==> src/rtl/timer_ccr_pkg.sv <==
// Shared constants and types for the timer value and burst register block
package timer_ccr_pkg;

    // ==========================================================
    // Register byte offsets
    localparam logic [7:0] CTRL1_OFF       = 8'h00;
    localparam logic [7:0] CHAN1_VALUE_OFF = 8'h34;
    localparam logic [7:0] CHAN2_VALUE_OFF = 8'h38;
    localparam logic [7:0] CHAN3_VALUE_OFF = 8'h3c;
    localparam logic [7:0] CHAN4_VALUE_OFF = 8'h40;
    localparam logic [7:0] CHAN_STRIDE     = 8'h04;
    localparam logic [7:0] DMA_CTRL_OFF    = 8'h48;
    localparam logic [7:0] DMA_WINDOW_OFF  = 8'h4c;
    localparam logic [7:0] CHAN_DIR_OFF    = 8'h60;

    // ==========================================================
    // Field positions
    localparam int LEVEL_BIT = 16;
    localparam int LEN_LSB   = 8;
    localparam int LEN_MSB   = 12;
    localparam int BASE_LSB  = 0;
    localparam int BASE_MSB  = 4;

    // ==========================================================
    // Reset values
    localparam logic [31:0] VALUE_RST  = 32'h0000_0000;
    localparam logic [31:0] WINDOW_RST = 32'h0000_0000;
    localparam logic [4:0]  FIELD_RST  = 5'h00;
    localparam logic [7:0]  DIR_RST    = 8'h00;

    // ==========================================================
    // Types
    typedef enum logic [1:0] {
        DIR_COMPARE = 2'b00,
        DIR_CAP_OWN = 2'b01,
        DIR_CAP_NBR = 2'b10,
        DIR_CAP_TRG = 2'b11
    } dir_t;

    typedef struct packed {
        logic        wr;
        logic        rd;
        logic [7:0]  addr;
        logic [31:0] data;
    } reg_access_t;

    typedef struct packed {
        logic [4:0] len;
        logic [4:0] base;
    } burst_cfg_t;

endpackage

==> src/rtl/timer_ccr_regs.sv <==
// Timer channel value registers and burst access window, register side
//
// The plain strobed port was left to the implementer.
`timescale 1ns/1ps
module timer_ccr_regs #(
    parameter bit WIDE = 1'b0
) (
    // Clock and reset
    input  wire logic        clock,
    input  wire logic        rst,
    // Register port
    input  wire logic [7:0]  reg_addr,
    input  wire logic [31:0] reg_wdata,
    input  wire logic        reg_wr,
    input  wire logic        reg_rd,
    output logic      [31:0] reg_rdata,
    // Timer kernel
    input  wire logic [31:0] counter,
    input  wire logic [3:0]  capture_event,
    input  wire logic [3:0]  capture_level,
    output logic      [3:0]  compare_match,
    // Burst status
    output logic      [4:0]  burst_index,
    output logic      [31:0] burst_access_port
);

    timer_ccr_pkg::reg_access_t eff;
    timer_ccr_pkg::burst_cfg_t  cfg_q;
    timer_ccr_pkg::burst_cfg_t  cfg_d;

    logic [31:0] rdata_q;
    logic [31:0] rdata_d;
    logic [3:0]  match_q;
    logic [3:0]  chan_match;
    logic [31:0] window_q;
    logic [31:0] window_d;
    logic [7:0]  dir_q;
    logic [7:0]  dir_d;
    logic [31:0] chan_word [4];
    logic [3:0]  hit_chan;
    logic        hit_window;
    logic        hit_ctrl;
    logic        hit_dir;
    logic        window_step;
    logic        ctrl_write;
    logic [7:0]  burst_target;
    logic [31:0] ctrl_word;
    logic [31:0] rd_word;

    // ==========================================================
    // Access routing
    // A window access is redirected to the burst target; the window
    // itself is excluded from the effective decode so a burst whose
    // target lands on it cannot loop back.
    assign hit_window  = (reg_addr == timer_ccr_pkg::DMA_WINDOW_OFF);
    assign window_step = hit_window && (reg_wr || reg_rd);
    assign eff.wr      = reg_wr;
    assign eff.rd      = reg_rd;
    assign eff.addr    = hit_window ? burst_target : reg_addr;
    assign eff.data    = reg_wdata;

    // ==========================================================
    // Effective address decode
    assign hit_ctrl   = (eff.addr == timer_ccr_pkg::DMA_CTRL_OFF);
    assign hit_dir    = (eff.addr == timer_ccr_pkg::CHAN_DIR_OFF);
    assign ctrl_write = eff.wr && hit_ctrl;

    // ==========================================================
    // Channel slots, one per channel
    genvar i;
    generate
        for (i = 0; i < 4; i++) begin : g_chan
            localparam logic [7:0] OFF = timer_ccr_pkg::CHAN1_VALUE_OFF
                + 8'(i) * timer_ccr_pkg::CHAN_STRIDE;
            assign hit_chan[i] = (eff.addr == OFF);
            chan_slot #(
                .WIDE       (WIDE)
            ) u_slot (
                .clock      (clock),
                .rst        (rst),
                .wr_en      (eff.wr && hit_chan[i]),
                .wr_data    (eff.data),
                .dir        (timer_ccr_pkg::dir_t'(dir_q[2*i +: 2])),
                .cap_event  (capture_event[i]),
                .cap_level  (capture_level[i]),
                .count      (counter),
                .value_word (chan_word[i]),
                .match      (chan_match[i])
            );
        end
    endgenerate

    // ==========================================================
    // Burst walker
    burst_walk u_walk (
        .clock     (clock),
        .rst       (rst),
        .cfg       (cfg_q),
        .cfg_write (ctrl_write),
        .step      (window_step),
        .index_q   (burst_index),
        .target    (burst_target)
    );

    // ==========================================================
    // Control and direction registers
    assign cfg_d.len  = ctrl_write ? eff.data[timer_ccr_pkg::LEN_MSB:
                                              timer_ccr_pkg::LEN_LSB]
                                   : cfg_q.len;
    assign cfg_d.base = ctrl_write ? eff.data[timer_ccr_pkg::BASE_MSB:
                                              timer_ccr_pkg::BASE_LSB]
                                   : cfg_q.base;
    assign dir_d      = (eff.wr && hit_dir) ? eff.data[7:0] : dir_q;
    // Window keeps the last word that went through it either way
    assign window_d   = !window_step ? window_q :
                        reg_wr       ? reg_wdata : rd_word;

    // Reserved control bits are simply never stored
    assign ctrl_word = {16'h0000, 3'h0, cfg_q.len, 3'h0, cfg_q.base};

    // ==========================================================
    // Read mux; unmapped or self-targeted addresses read zero
    assign rd_word = hit_chan[0] ? chan_word[0] :
                     hit_chan[1] ? chan_word[1] :
                     hit_chan[2] ? chan_word[2] :
                     hit_chan[3] ? chan_word[3] :
                     hit_ctrl    ? ctrl_word :
                     hit_dir     ? {24'h000000, dir_q} :
                                   32'h0000_0000;
    // Data stands only in the cycle after the strobe
    assign rdata_d = eff.rd ? rd_word : 32'h0000_0000;

    // ==========================================================
    // Registers of this level
    always_ff @(posedge clock or posedge rst) begin
        if (rst) begin
            cfg_q    <= {timer_ccr_pkg::FIELD_RST, timer_ccr_pkg::FIELD_RST};
            dir_q    <= timer_ccr_pkg::DIR_RST;
            window_q <= timer_ccr_pkg::WINDOW_RST;
            rdata_q  <= 32'h0000_0000;
            match_q  <= 4'h0;
        end else begin
            cfg_q    <= cfg_d;
            dir_q    <= dir_d;
            window_q <= window_d;
            rdata_q  <= rdata_d;
            match_q  <= chan_match;
        end
    end

    // Outputs, each from a flop
    assign reg_rdata         = rdata_q;
    assign compare_match     = match_q;
    assign burst_access_port = window_q;

    // ==========================================================
    // Checks
    chk_chan_low_write: assert property (
        @(posedge clock) disable iff (rst)
        (reg_wr && reg_addr == timer_ccr_pkg::CHAN1_VALUE_OFF
         && dir_q[1:0] == 2'b00)
        |=> (chan_word[0][15:0] == $past(reg_wdata[15:0])))
        else $error("channel one low half not written");

    chk_upper_bits_zero: assert property (
        @(posedge clock) disable iff (rst)
        WIDE || (chan_word[1][31:17] == 15'h0000))
        else $error("narrow channel upper bits not zero");

    chk_level_capture: assert property (
        @(posedge clock) disable iff (rst)
        (capture_event[0] && dir_q[1:0] != 2'b00)
        |=> (WIDE ? chan_word[0] == $past(counter)
                  : chan_word[0][16] == $past(capture_level[0])))
        else $error("level flag not latched on capture");

    chk_wide_value: assert property (
        @(posedge clock) disable iff (rst)
        (WIDE && reg_wr && reg_addr == timer_ccr_pkg::CHAN3_VALUE_OFF
         && dir_q[5:4] == 2'b00)
        |=> (chan_word[2] == $past(reg_wdata)))
        else $error("wide channel three not fully written");

    chk_chan4_decode: assert property (
        @(posedge clock) disable iff (rst)
        (reg_rd && reg_addr == timer_ccr_pkg::CHAN4_VALUE_OFF)
        |=> (reg_rdata == $past(chan_word[3])))
        else $error("channel four read mismatch");

    chk_burst_target: assert property (
        @(posedge clock) disable iff (rst)
        (reg_rd && hit_window
         && burst_target == timer_ccr_pkg::CHAN2_VALUE_OFF)
        |=> (reg_rdata == $past(chan_word[1])))
        else $error("window read not routed to burst target");

    chk_window_write: assert property (
        @(posedge clock) disable iff (rst)
        (reg_wr && hit_window)
        |=> (burst_access_port == $past(reg_wdata)))
        else $error("window word not kept");

    chk_ctrl_reserved: assert property (
        @(posedge clock) disable iff (rst)
        (reg_rd && reg_addr == timer_ccr_pkg::DMA_CTRL_OFF)
        |=> (reg_rdata[31:13] == 19'h00000 && reg_rdata[7:5] == 3'h0))
        else $error("control reserved bits not zero");

    chk_capture_no_match: assert property (
        @(posedge clock) disable iff (rst)
        (dir_q[1:0] != 2'b00) |=> !compare_match[0])
        else $error("capture channel reported a compare match");

    chk_compare_match: assert property (
        @(posedge clock) disable iff (rst)
        (dir_q[1:0] == 2'b00 && chan_match[0]) |=> compare_match[0])
        else $error("compare match not flagged");

    chk_chan2_low_write: assert property (
        @(posedge clock) disable iff (rst)
        (reg_wr && reg_addr == timer_ccr_pkg::CHAN2_VALUE_OFF
         && dir_q[3:2] == 2'b00)
        |=> (chan_word[1][15:0] == $past(reg_wdata[15:0])))
        else $error("channel two low half not written");

    chk_narrow_high_zero: assert property (
        @(posedge clock) disable iff (rst)
        WIDE || (chan_word[0][31:17] == 15'h0000
                 && chan_word[2][31:17] == 15'h0000
                 && chan_word[3][31:17] == 15'h0000))
        else $error("narrow channel reserved bits not zero");

    // Level flag moves only with a capture, never with a write
    chk_level_hold: assert property (
        @(posedge clock) disable iff (rst)
        (!WIDE && !capture_event[0]) |=> $stable(chan_word[0][16]))
        else $error("level flag changed without a capture");

    chk_wide_chan1: assert property (
        @(posedge clock) disable iff (rst)
        (WIDE && reg_wr && reg_addr == timer_ccr_pkg::CHAN1_VALUE_OFF
         && dir_q[1:0] == 2'b00)
        |=> (chan_word[0] == $past(reg_wdata)))
        else $error("wide channel one not fully written");

    chk_chan1_decode: assert property (
        @(posedge clock) disable iff (rst)
        (reg_rd && reg_addr == timer_ccr_pkg::CHAN1_VALUE_OFF)
        |=> (reg_rdata == $past(chan_word[0])))
        else $error("channel one read mismatch");

    chk_chan2_decode: assert property (
        @(posedge clock) disable iff (rst)
        (reg_rd && reg_addr == timer_ccr_pkg::CHAN2_VALUE_OFF)
        |=> (reg_rdata == $past(chan_word[1])))
        else $error("channel two read mismatch");

    // Index stays inside the programmed length at all times
    chk_index_max: assert property (
        @(posedge clock) disable iff (rst)
        burst_index <= cfg_q.len)
        else $error("burst index beyond programmed length");

    chk_index_step: assert property (
        @(posedge clock) disable iff (rst)
        (window_step && !ctrl_write && burst_index != cfg_q.len)
        |=> (burst_index == $past(burst_index) + 5'h01))
        else $error("burst index did not advance");

    chk_ctrl_resets_index: assert property (
        @(posedge clock) disable iff (rst)
        ctrl_write |=> (burst_index == 5'h00))
        else $error("control write did not restart the burst");

    chk_window_write_chan: assert property (
        @(posedge clock) disable iff (rst)
        (reg_wr && hit_window && dir_q[1:0] == 2'b00
         && burst_target == timer_ccr_pkg::CHAN1_VALUE_OFF)
        |=> (chan_word[0][15:0] == $past(reg_wdata[15:0])))
        else $error("window write missed channel one");

    chk_window_read_port: assert property (
        @(posedge clock) disable iff (rst)
        (reg_rd && hit_window) |=> (burst_access_port == reg_rdata))
        else $error("window read word not kept");

    chk_port_hold: assert property (
        @(posedge clock) disable iff (rst)
        !window_step |=> $stable(burst_access_port))
        else $error("window word changed without an access");

    // A compare channel changes only by software
    chk_capture_hold: assert property (
        @(posedge clock) disable iff (rst)
        (dir_q[1:0] == 2'b00 && !(eff.wr && hit_chan[0]))
        |=> $stable(chan_word[0]))
        else $error("compare channel value changed by itself");

    chk_capture_value: assert property (
        @(posedge clock) disable iff (rst)
        (capture_event[0] && dir_q[1:0] != 2'b00)
        |=> (chan_word[0][15:0] == $past(counter[15:0])))
        else $error("capture did not copy the counter");

    chk_match_equal: assert property (
        @(posedge clock) disable iff (rst)
        (dir_q[3:2] == 2'b00
         && (WIDE ? chan_word[1] == counter
                  : chan_word[1][15:0] == counter[15:0]))
        |=> compare_match[1])
        else $error("equal compare value not flagged");

endmodule // timer_ccr_regs

==> src/rtl/chan_slot.sv <==
// One compare/capture channel value register, with its level flag in narrow instances
`timescale 1ns/1ps
module chan_slot #(
    parameter bit WIDE = 1'b0
) (
    // Clock and reset
    input  wire logic                clock,
    input  wire logic                rst,
    // Software write
    input  wire logic                wr_en,
    input  wire logic [31:0]         wr_data,
    // Timer side
    input  wire timer_ccr_pkg::dir_t dir,
    input  wire logic                cap_event,
    input  wire logic                cap_level,
    input  wire logic [31:0]         count,
    // Results
    output logic      [31:0]         value_word,
    output logic                     match
);

    logic [31:0] value_q;
    logic [31:0] value_d;
    logic        level_q;
    logic        level_d;
    logic [31:0] count_view;
    logic        capture;

    // ==========================================================
    // Next value: capture wins over a write in the same cycle
    assign count_view = WIDE ? count : {16'h0000, count[15:0]};
    assign capture    = (dir != timer_ccr_pkg::DIR_COMPARE) && cap_event;
    assign value_d    = capture ? count_view :
                        wr_en   ? (WIDE ? wr_data
                                        : {16'h0000, wr_data[15:0]})
                                : value_q;
    assign level_d    = capture ? (WIDE ? 1'b0 : cap_level)
                                : level_q;

    // Storage
    always_ff @(posedge clock or posedge rst) begin
        if (rst) begin
            value_q <= timer_ccr_pkg::VALUE_RST;
            level_q <= 1'b0;
        end else begin
            value_q <= value_d;
            level_q <= level_d;
        end
    end

    // Read view; narrow instances show the level flag, upper bits zero
    assign value_word = WIDE ? value_q
                             : {15'h0000, level_q, value_q[15:0]};
    assign match      = (dir == timer_ccr_pkg::DIR_COMPARE)
                        && (value_q == count_view);

endmodule // chan_slot

==> src/rtl/burst_walk.sv <==
// Burst index walker that steers window accesses onto the register set
`timescale 1ns/1ps
module burst_walk (
    // Clock and reset
    input  wire logic                      clock,
    input  wire logic                      rst,
    // Configuration
    input  wire timer_ccr_pkg::burst_cfg_t cfg,
    input  wire logic                      cfg_write,
    // One window access per pulse
    input  wire logic                      step,
    // Position
    output logic      [4:0]                index_q,
    output logic      [7:0]                target
);

    logic [4:0] index_d;
    logic [5:0] slot;
    logic       last;

    // ==========================================================
    // Length field plus one transfers, then back to the base
    assign last    = (index_q == cfg.len);
    assign index_d = cfg_write ? 5'h00 :
                     step      ? (last ? 5'h00 : index_q + 5'h01) :
                                 index_q;

    always_ff @(posedge clock or posedge rst) begin
        if (rst) begin
            index_q <= timer_ccr_pkg::FIELD_RST;
        end else begin
            index_q <= index_d;
        end
    end

    // Word slot counted from the first control register
    assign slot   = {1'b0, cfg.base} + {1'b0, index_q};
    assign target = timer_ccr_pkg::CTRL1_OFF + {slot, 2'b00};

    // Index never runs past the programmed length
    chk_index_bound: assert property (
        @(posedge clock) disable iff (rst)
        (step && !cfg_write && last) |=> (index_q == 5'h00))
        else $error("burst index did not wrap after last transfer");

endmodule // burst_walk

==> config.mk <==
export PLATFORM = sky130hd
export DESIGN_NAME = timer_ccr_regs
export DESIGN_NICKNAME = d
export VERILOG_FILES = /design/src/rtl/timer_ccr_pkg.sv /design/src/rtl/timer_ccr_regs.sv /design/src/rtl/chan_slot.sv /design/src/rtl/burst_walk.sv
export SDC_FILE = /design/constraint.sdc
export NUM_CORES = 1
export LEC_CHECK = 0
export BUFFER_PORTS_ARGS = -buffer_cell sky130_fd_sc_hd__buf_2
export CORE_MARGIN = 1
export CORE_UTILIZATION = 55
export DETAILED_ROUTE_END_ITERATION = 8
export GPL_ROUTABILITY_DRIVEN = 0
export PLACE_DENSITY_LB_ADDON = 0.2
export SKIP_CTS_REPAIR_TIMING = 1
export SLEW_MARGIN = 20
export SYNTH_ARGS = -nofsm -noshare
export SYNTH_HDL_FRONTEND = slang
export SYNTH_HIERARCHICAL = 1
export SYNTH_SLANG_ARGS = --single-unit
export TNS_END_PERCENT = 20
==> constraint.sdc <==
create_clock -name clock -period 5.4 [get_ports clock]
set_input_delay 0 -clock clock [delete_from_list [all_inputs] [get_ports clock]]
set_output_delay 0 -clock clock [all_outputs]
set_load 0.005 [all_outputs]
======== After elaboration in Yosys (flattened, before gate mapping) ========
Index checks and enable logic that the tools add are counted.
storage, ports and cells
  register bits after elaboration ......... 208
  input port bits ......................... 84
  output and inout port bits .............. 73
  word-level logic and storage cells ...... 78
cells by class
  add/sub/neg operators ................... 2
  equal/unequal tests ..................... 12
  multiplexer cells ....................... 20
  reduce and logical (&&, ||, !) cells .... 29
operator list
  operator               count
  $mux W32               9
  $eq A32 B16 Y1         4
  $mux W17               5
  $eq A8 B7 Y1 const B   4
  $eq A8 B6 Y1 const B   3
  $reduce_bool A2 Y1     9
  $mux W8                2
  $logic_and A1 B1 Y1    15
  $mux W5                3
  $mux W13               1
  $logic_not A2 Y1       4
  $add A5 B5 Y6          1
  $add A5 B1 Y5 const B  1
  $eq A5 B5 Y1           1
  $logic_or A1 B1 Y1     1

======== Logic depth before layout (Yosys ltp) ========
  depth after elaboration ................. 10
  mapped depth ............................ 15
  depth with buffers taken out ............ 12

======== Hierarchy ========
The synthesis kept the hierarchy.
by module, submodules not included
  module          times used  cells each  area an instance (um^2)
  timer_ccr_regs  1           454         4498.1
  chan_slot       4           112         1086.0
  burst_walk      1           51          520.5

======== Least setup slack after synthesis ========
Ideal clock, no wire load.
  path kind ............................... register to register
  from .................................... register u_walk.index_q[0]
  to ...................................... register g_chan[3].u_slot.value_q[0]
  data arrival time ....................... 3.724 ns
  path slack .............................. 1.550 ns
  cell stages (with the launch flop) ...... 16
  path buffers ............................ 3
  period minus slack after synthesis ...... 3.850 ns
  path through ............................ dfrtp_1 > ha_1 > fa_1 > a21o_1 > a21oi_1 > xnor2_1 > or3b_2 > a31oi_1 > nand4_1 > nor2_4 > buf_2 > and2_1 > buf_4 > buf_4 > mux2i_1 > a21oi_1
on the way
  longest elaborated chain between the ends .. 5
RTL lines
  what                          RTL line              text
  start: declaration            burst_walk.sv:13      output logic [4:0] index_q,
  start signal: assignment      burst_walk.sv:30      index_q <= timer_ccr_pkg::FIELD_RST;
  start signal: assignment      burst_walk.sv:32      index_q <= index_d;
  $add A5 B5 Y6                 burst_walk.sv:37      assign slot = {1'b0, cfg.base} + {1'b0, index_q};
  via burst_target[6]           timer_ccr_regs.sv:46  logic [7:0] burst_target;
  $mux W8                       timer_ccr_regs.sv:59  assign eff.addr = hit_window ? burst_target : reg_addr;
  $eq A8 B7 Y1                  timer_ccr_regs.sv:75  assign hit_chan[i] = (eff.addr == OFF);
  $logic_and A1 B1 Y1           timer_ccr_regs.sv:81  .wr_en (eff.wr && hit_chan[i]),
  $reduce_bool A2 Y1 (no line)  --
  end signal: assignment        chan_slot.sv:43       value_q <= timer_ccr_pkg::VALUE_RST;
  end signal: assignment        chan_slot.sv:46       value_q <= value_d;
  end: declaration              chan_slot.sv:22       logic [31:0] value_q;
The timed path passes the listed nets, and every way through them passes these cells.
A chain may end at the register's enable or synchronous reset.

======== Final worst setup path ========
  from .................................... register u_walk.index_q[0]
  to ...................................... register g_chan[3].u_slot.value_q[15]
The elaborated chain is that of the path after synthesis.

==> results by stage <==
Status:
- The run finished with clean final reports.

Clock tree:
- The CTS buffer count is 17.
- The clock root buffer is sky130_fd_sc_hd__clkbuf_16.
- The number of clock sinks is 159.
- For the worst-skew pair, the clock arrives at the later sink with an insertion delay of 0.44 ns.
- The buffer levels on the longest clock path is 2.
- In this run the number of H-tree levels came out at 4.
- The post-CTS clock slew at the launch and capture registers of the worst setup and hold paths is 0.06 ns.
- TritonCTS built the clock tree.

Routing:
- The final routed wire length divided by cell count is between 20 and 25 um.
- The DRC violation count after routing is 0.
- The number of iterations in the first detailed-routing pass is 8.
- After the first detailed-routing iteration, the DRC count stood at between 700 and 800.
- The count of nets left with antenna violations after detail routing is 0.
- The routed wire length is 27100 um.
- Summing over every cut layer, the via total after detailed routing is 7943.
- Using the TritonRoute via totals, the vias-per-cell ratio works out to 5.89.

Synthesis:
- The most common cell in the netlist is sky130_fd_sc_hd__dfrtp_1.
- The flip-flop and latch count after synthesis is 159.
- Summed over all instances, the cell type with the most area after synthesis is sky130_fd_sc_hd__dfrtp_1.
- The cell count after synthesis came out at 953.
- In the post-synthesis netlist, the biggest area contributors are sky130_fd_sc_hd__dfrtp_1 42%, sky130_fd_sc_hd__mux2i_1 7.3%, sky130_fd_sc_hd__xor2_1 6.7%.
- In the synthesized netlist, the cells that appear most often are 159 x sky130_fd_sc_hd__dfrtp_1, 105 x sky130_fd_sc_hd__nor2_1, 80 x sky130_fd_sc_hd__a21oi_1, 76 x sky130_fd_sc_hd__buf_4, 72 x sky130_fd_sc_hd__xor2_1.
- The warning count from the yosys run is 6.
- In this run the biggest area consumer among cell types represents a little over two fifths of the synthesized area.
- The synthesized design contains 0 enable-type register cells.
- Sequential cells were found to cover 42.5% of the synthesized design area.
- Yosys mapped the design onto 69 distinct sky130hd cell types.
- The combined area of all synthesized cells is 9360 um^2.
- The primary flip-flop cell chosen by synthesis mapping is sky130_fd_sc_hd__dfrtp_1.
- The synthesized area per cell is between 9 and 10 um^2.
- After synthesis, the share of flip-flops with an asynchronous set or reset is 100%.

Hold path:
- The min-delay analysis places its worst path in the category in -> reg.
- In this run the most critical hold path is launched from reg_wdata[7].

Layout:
- The repair_antennas step left the layout with diodes totalling 0.
- The signed area change from the synthesized netlist to the final layout is 17.5%.
- In the final layout, the share of cells above drive strength 1 is 21.3%.
- The net count of the finished layout is 1206.

Place:
- The worst slack at placement is roughly 1.2 ns.
- The half-perimeter wire length after detailed placement is 18300 um.
- Input and output buffers added on the ports amount to 140.

Critical path:
- The setup path with the least slack is of type reg -> reg.
- For this run, the slowest stage of the critical path takes around 0.47 ns.
- At the worst endpoint, the arrival time is 4.62 ns.
- The number of buffer and inverter stages on the critical path is 2.
- The launch point of the worst path is u_walk/index_q[0].
- STA classifies the critical path endpoint as a flop.
- On the critical path, the stage with the largest delay is an instance of sky130_fd_sc_hd__dfrtp_1.
- At the worst endpoint, the required time is 5.70 ns.
- The kind of cell adding the most delay to the critical path is simple AND/OR/NAND/NOR gates.
- The critical-path maximum fanout is 19.
- The start of the worst register-to-register path is u_walk/index_q[0].
- STA classifies the critical path startpoint as a flop.
- The signal on the critical path passes through ha_1, fa_1, a21o_1, a21oi_1, xnor2_1, or3b_2, a31oi_1, nand4_1, nor2_4, buf_4, and2_1, buf_4, mux2i_1, a21oi_1.

Global route:
- The first global-routing pass estimated 41800 um of wire.
- Across every metal layer, demand over resource in global routing totals 31.3%.
- The number of antenna violations at the first check in global routing is 0.
- The number of global-route vias before repair is 7411.
- After global routing the overflow that remains totals 0.
- Entering global routing, the biggest net connects 53 pins.

STA:
- The count of pins over their slew limit is 0.
- Across all setup checks in the final design, the least slack found is between 1 and 1.5 ns.
- Headroom to the max-slew limit came out at between 40% and 50%.
- Setup repair after global routing left no endpoint under its margin.
- The minimum clock period after layout is 4.32 ns.
- The timing-limited maximum frequency is 0.231 GHz.
- The slew of the pin with the lowest slew margin is 0.885 ns.
- On the final layout, the worst hold slack is 0.00776 ns.
- The setup TNS after final layout is 0 ns.
- The number of setup violations in the final report is 0.
- After layout, the worst path uses 80.0% of the clock period.
- On the final layout, the worst clock skew is approximately 0.010 ns.
- The number of hold-slack violations in the final timing report is 0.

Job:
- The total of max-cap violations is 0.

Die:
- The I/O pin count is between 150 and 200.
- The die span in x is around 130 um.
- The floorplan step defined a die boundary enclosing about 18000 um^2.
- For this configuration, the core starts out at a cell density of 56.5%.
- In this run the vertical extent of the chip is 132 um.
- The total area inside the core boundary comes to roughly 17000 um^2.
- After floorplanning, the core was divided into 47 placement rows.

Power:
- The power per cell area is 348 nW/um^2.
- Summed over all cells, the static leakage comes to about 5.0 nW.
- VDD sags by at most 269 uV.
- The sum of internal, switching and leakage power is 0.00382 W.
[cell families (layout without fill, tap and decap cells)]
logic type                 count (synthesis)  in the layout  synth area share (%)
buffers and inverters                    136            254                  9.01
muxes                                     90             90                  9.92
AOI/OAI and AO/OA                        234            234                  17.6
and+or+nand+nor                          246            246                  12.7
xor gates and xnor gates                  76             76                  7.11
adders and majority gates                  7              7                  1.02
other                                      5             62                 0.200
DFF                                      159            159                  42.5
[power by group]
part | leakage [nW] | internal [W] | switching [W]
Clock | 0.274 | 0.000688 | 0.000522
Combinational | 2.65 | 0.000406 | 0.000454
Sequential | 2.03 | 0.00148 | 0.000274
Total | 4.96 | 0.00257 | 0.00125
[cell usage in the layout (no fill, tap or decap), types with 4 or more instances in the layout]
cell type / n
sky130_fd_sc_hd__nand2_1: 48
sky130_fd_sc_hd__a211oi_1: 21
sky130_fd_sc_hd__mux2_2: 22
sky130_fd_sc_hd__dfrtp_1: 159
sky130_fd_sc_hd__nand4_1: 7
sky130_fd_sc_hd__o22ai_1: 10
sky130_fd_sc_hd__o21a_1: 12
sky130_fd_sc_hd__a22o_1: 4
sky130_fd_sc_hd__a211o_1: 11
sky130_fd_sc_hd__xor2_1: 72
sky130_fd_sc_hd__nand3_1: 17
sky130_fd_sc_hd__nor2b_1: 8
sky130_fd_sc_hd__ha_1: 6
sky130_fd_sc_hd__dlygate4sd3_1: 51
sky130_fd_sc_hd__nor2_1: 105
sky130_fd_sc_hd__a222oi_1: 8
sky130_fd_sc_hd__buf_4: 20
sky130_fd_sc_hd__and2_1: 5
sky130_fd_sc_hd__nor4_2: 4
sky130_fd_sc_hd__o21ai_1: 6
sky130_fd_sc_hd__conb_1: 62
sky130_fd_sc_hd__inv_6: 5
sky130_fd_sc_hd__o311ai_1: 10
sky130_fd_sc_hd__a221oi_1: 9
sky130_fd_sc_hd__nor3_1: 20
sky130_fd_sc_hd__buf_2: 140
sky130_fd_sc_hd__inv_1: 10
sky130_fd_sc_hd__mux2i_1: 68
sky130_fd_sc_hd__clkbuf_16: 17
sky130_fd_sc_hd__xnor2_1: 4
sky130_fd_sc_hd__clkinvlp_4: 4
sky130_fd_sc_hd__a21oi_1: 80
sky130_fd_sc_hd__a31oi_1: 27
sky130_fd_sc_hd__a221o_1: 6
sky130_fd_sc_hd__o21ai_2: 4
sky130_fd_sc_hd__nor4_1: 12
[path summary, 6_finish.rpt]
kind                       slack, ns  cells past startpoint                           end
min                            0.008                      2                      dir_q[7]
max                             1.08                     14  g_chan[3].u_slot/value_q[15]
max reg2reg                     1.08                     14  g_chan[3].u_slot/value_q[15]
min in group asynchronous       0.11                      3             u_walk/index_q[1]
min reg2reg                     0.48                      1         burst_access_port[22]
max in group asynchronous       4.03                      4          burst_access_port[8]
[final cells by class]
| type | instances | area, um^2 |
|---|---|---|
| clock buffer | 18 | 429 |
| timing repair buffer | 211 | 1360 |
| sequential | 159 | 3980 |
| inverter | 11 | 42.5 |
| fill | 1413 | 5580 |
| clock inverter | 14 | 156 |
| tap | 220 | 275 |
| multi-input combinational | 715 | 4760 |
[through the flow]
stage                     area, um^2  instances  utilization [%]
after floorplan                 9580       1010                -
after global placement          9910       1265             59.7
after detailed placement        9910       1265             59.7
after CTS                      10500       1297             63.3
after global routing           11000       1348             66.3
final                          11000       1348             66.3
[sequential cells by signal, indices dropped and copies added (netlist names)]
name                   count
reg_rdata                 32
g_chan.u_slot/value_q     64
g_chan.u_slot/level_q      4
u_walk/index_q             5
dir_q                      8
cfg_q                     10
burst_access_port         32
compare_match              4
[per-layer routing]
layer / vias up / routed length, um / GRT usage [%] / part of all wire, %
met1: 3881 / 11600 / 43.2 / 43
li1: 3642 / - / - / -
met3: 49 / 2060 / 5.44 / 7.6
met2: 371 / 12700 / 49.5 / 47
met4: 0 / 737 / 11.9 / 2.7
met5: - / 0 / 0 / 0
(Power assumes the default switching activity.)
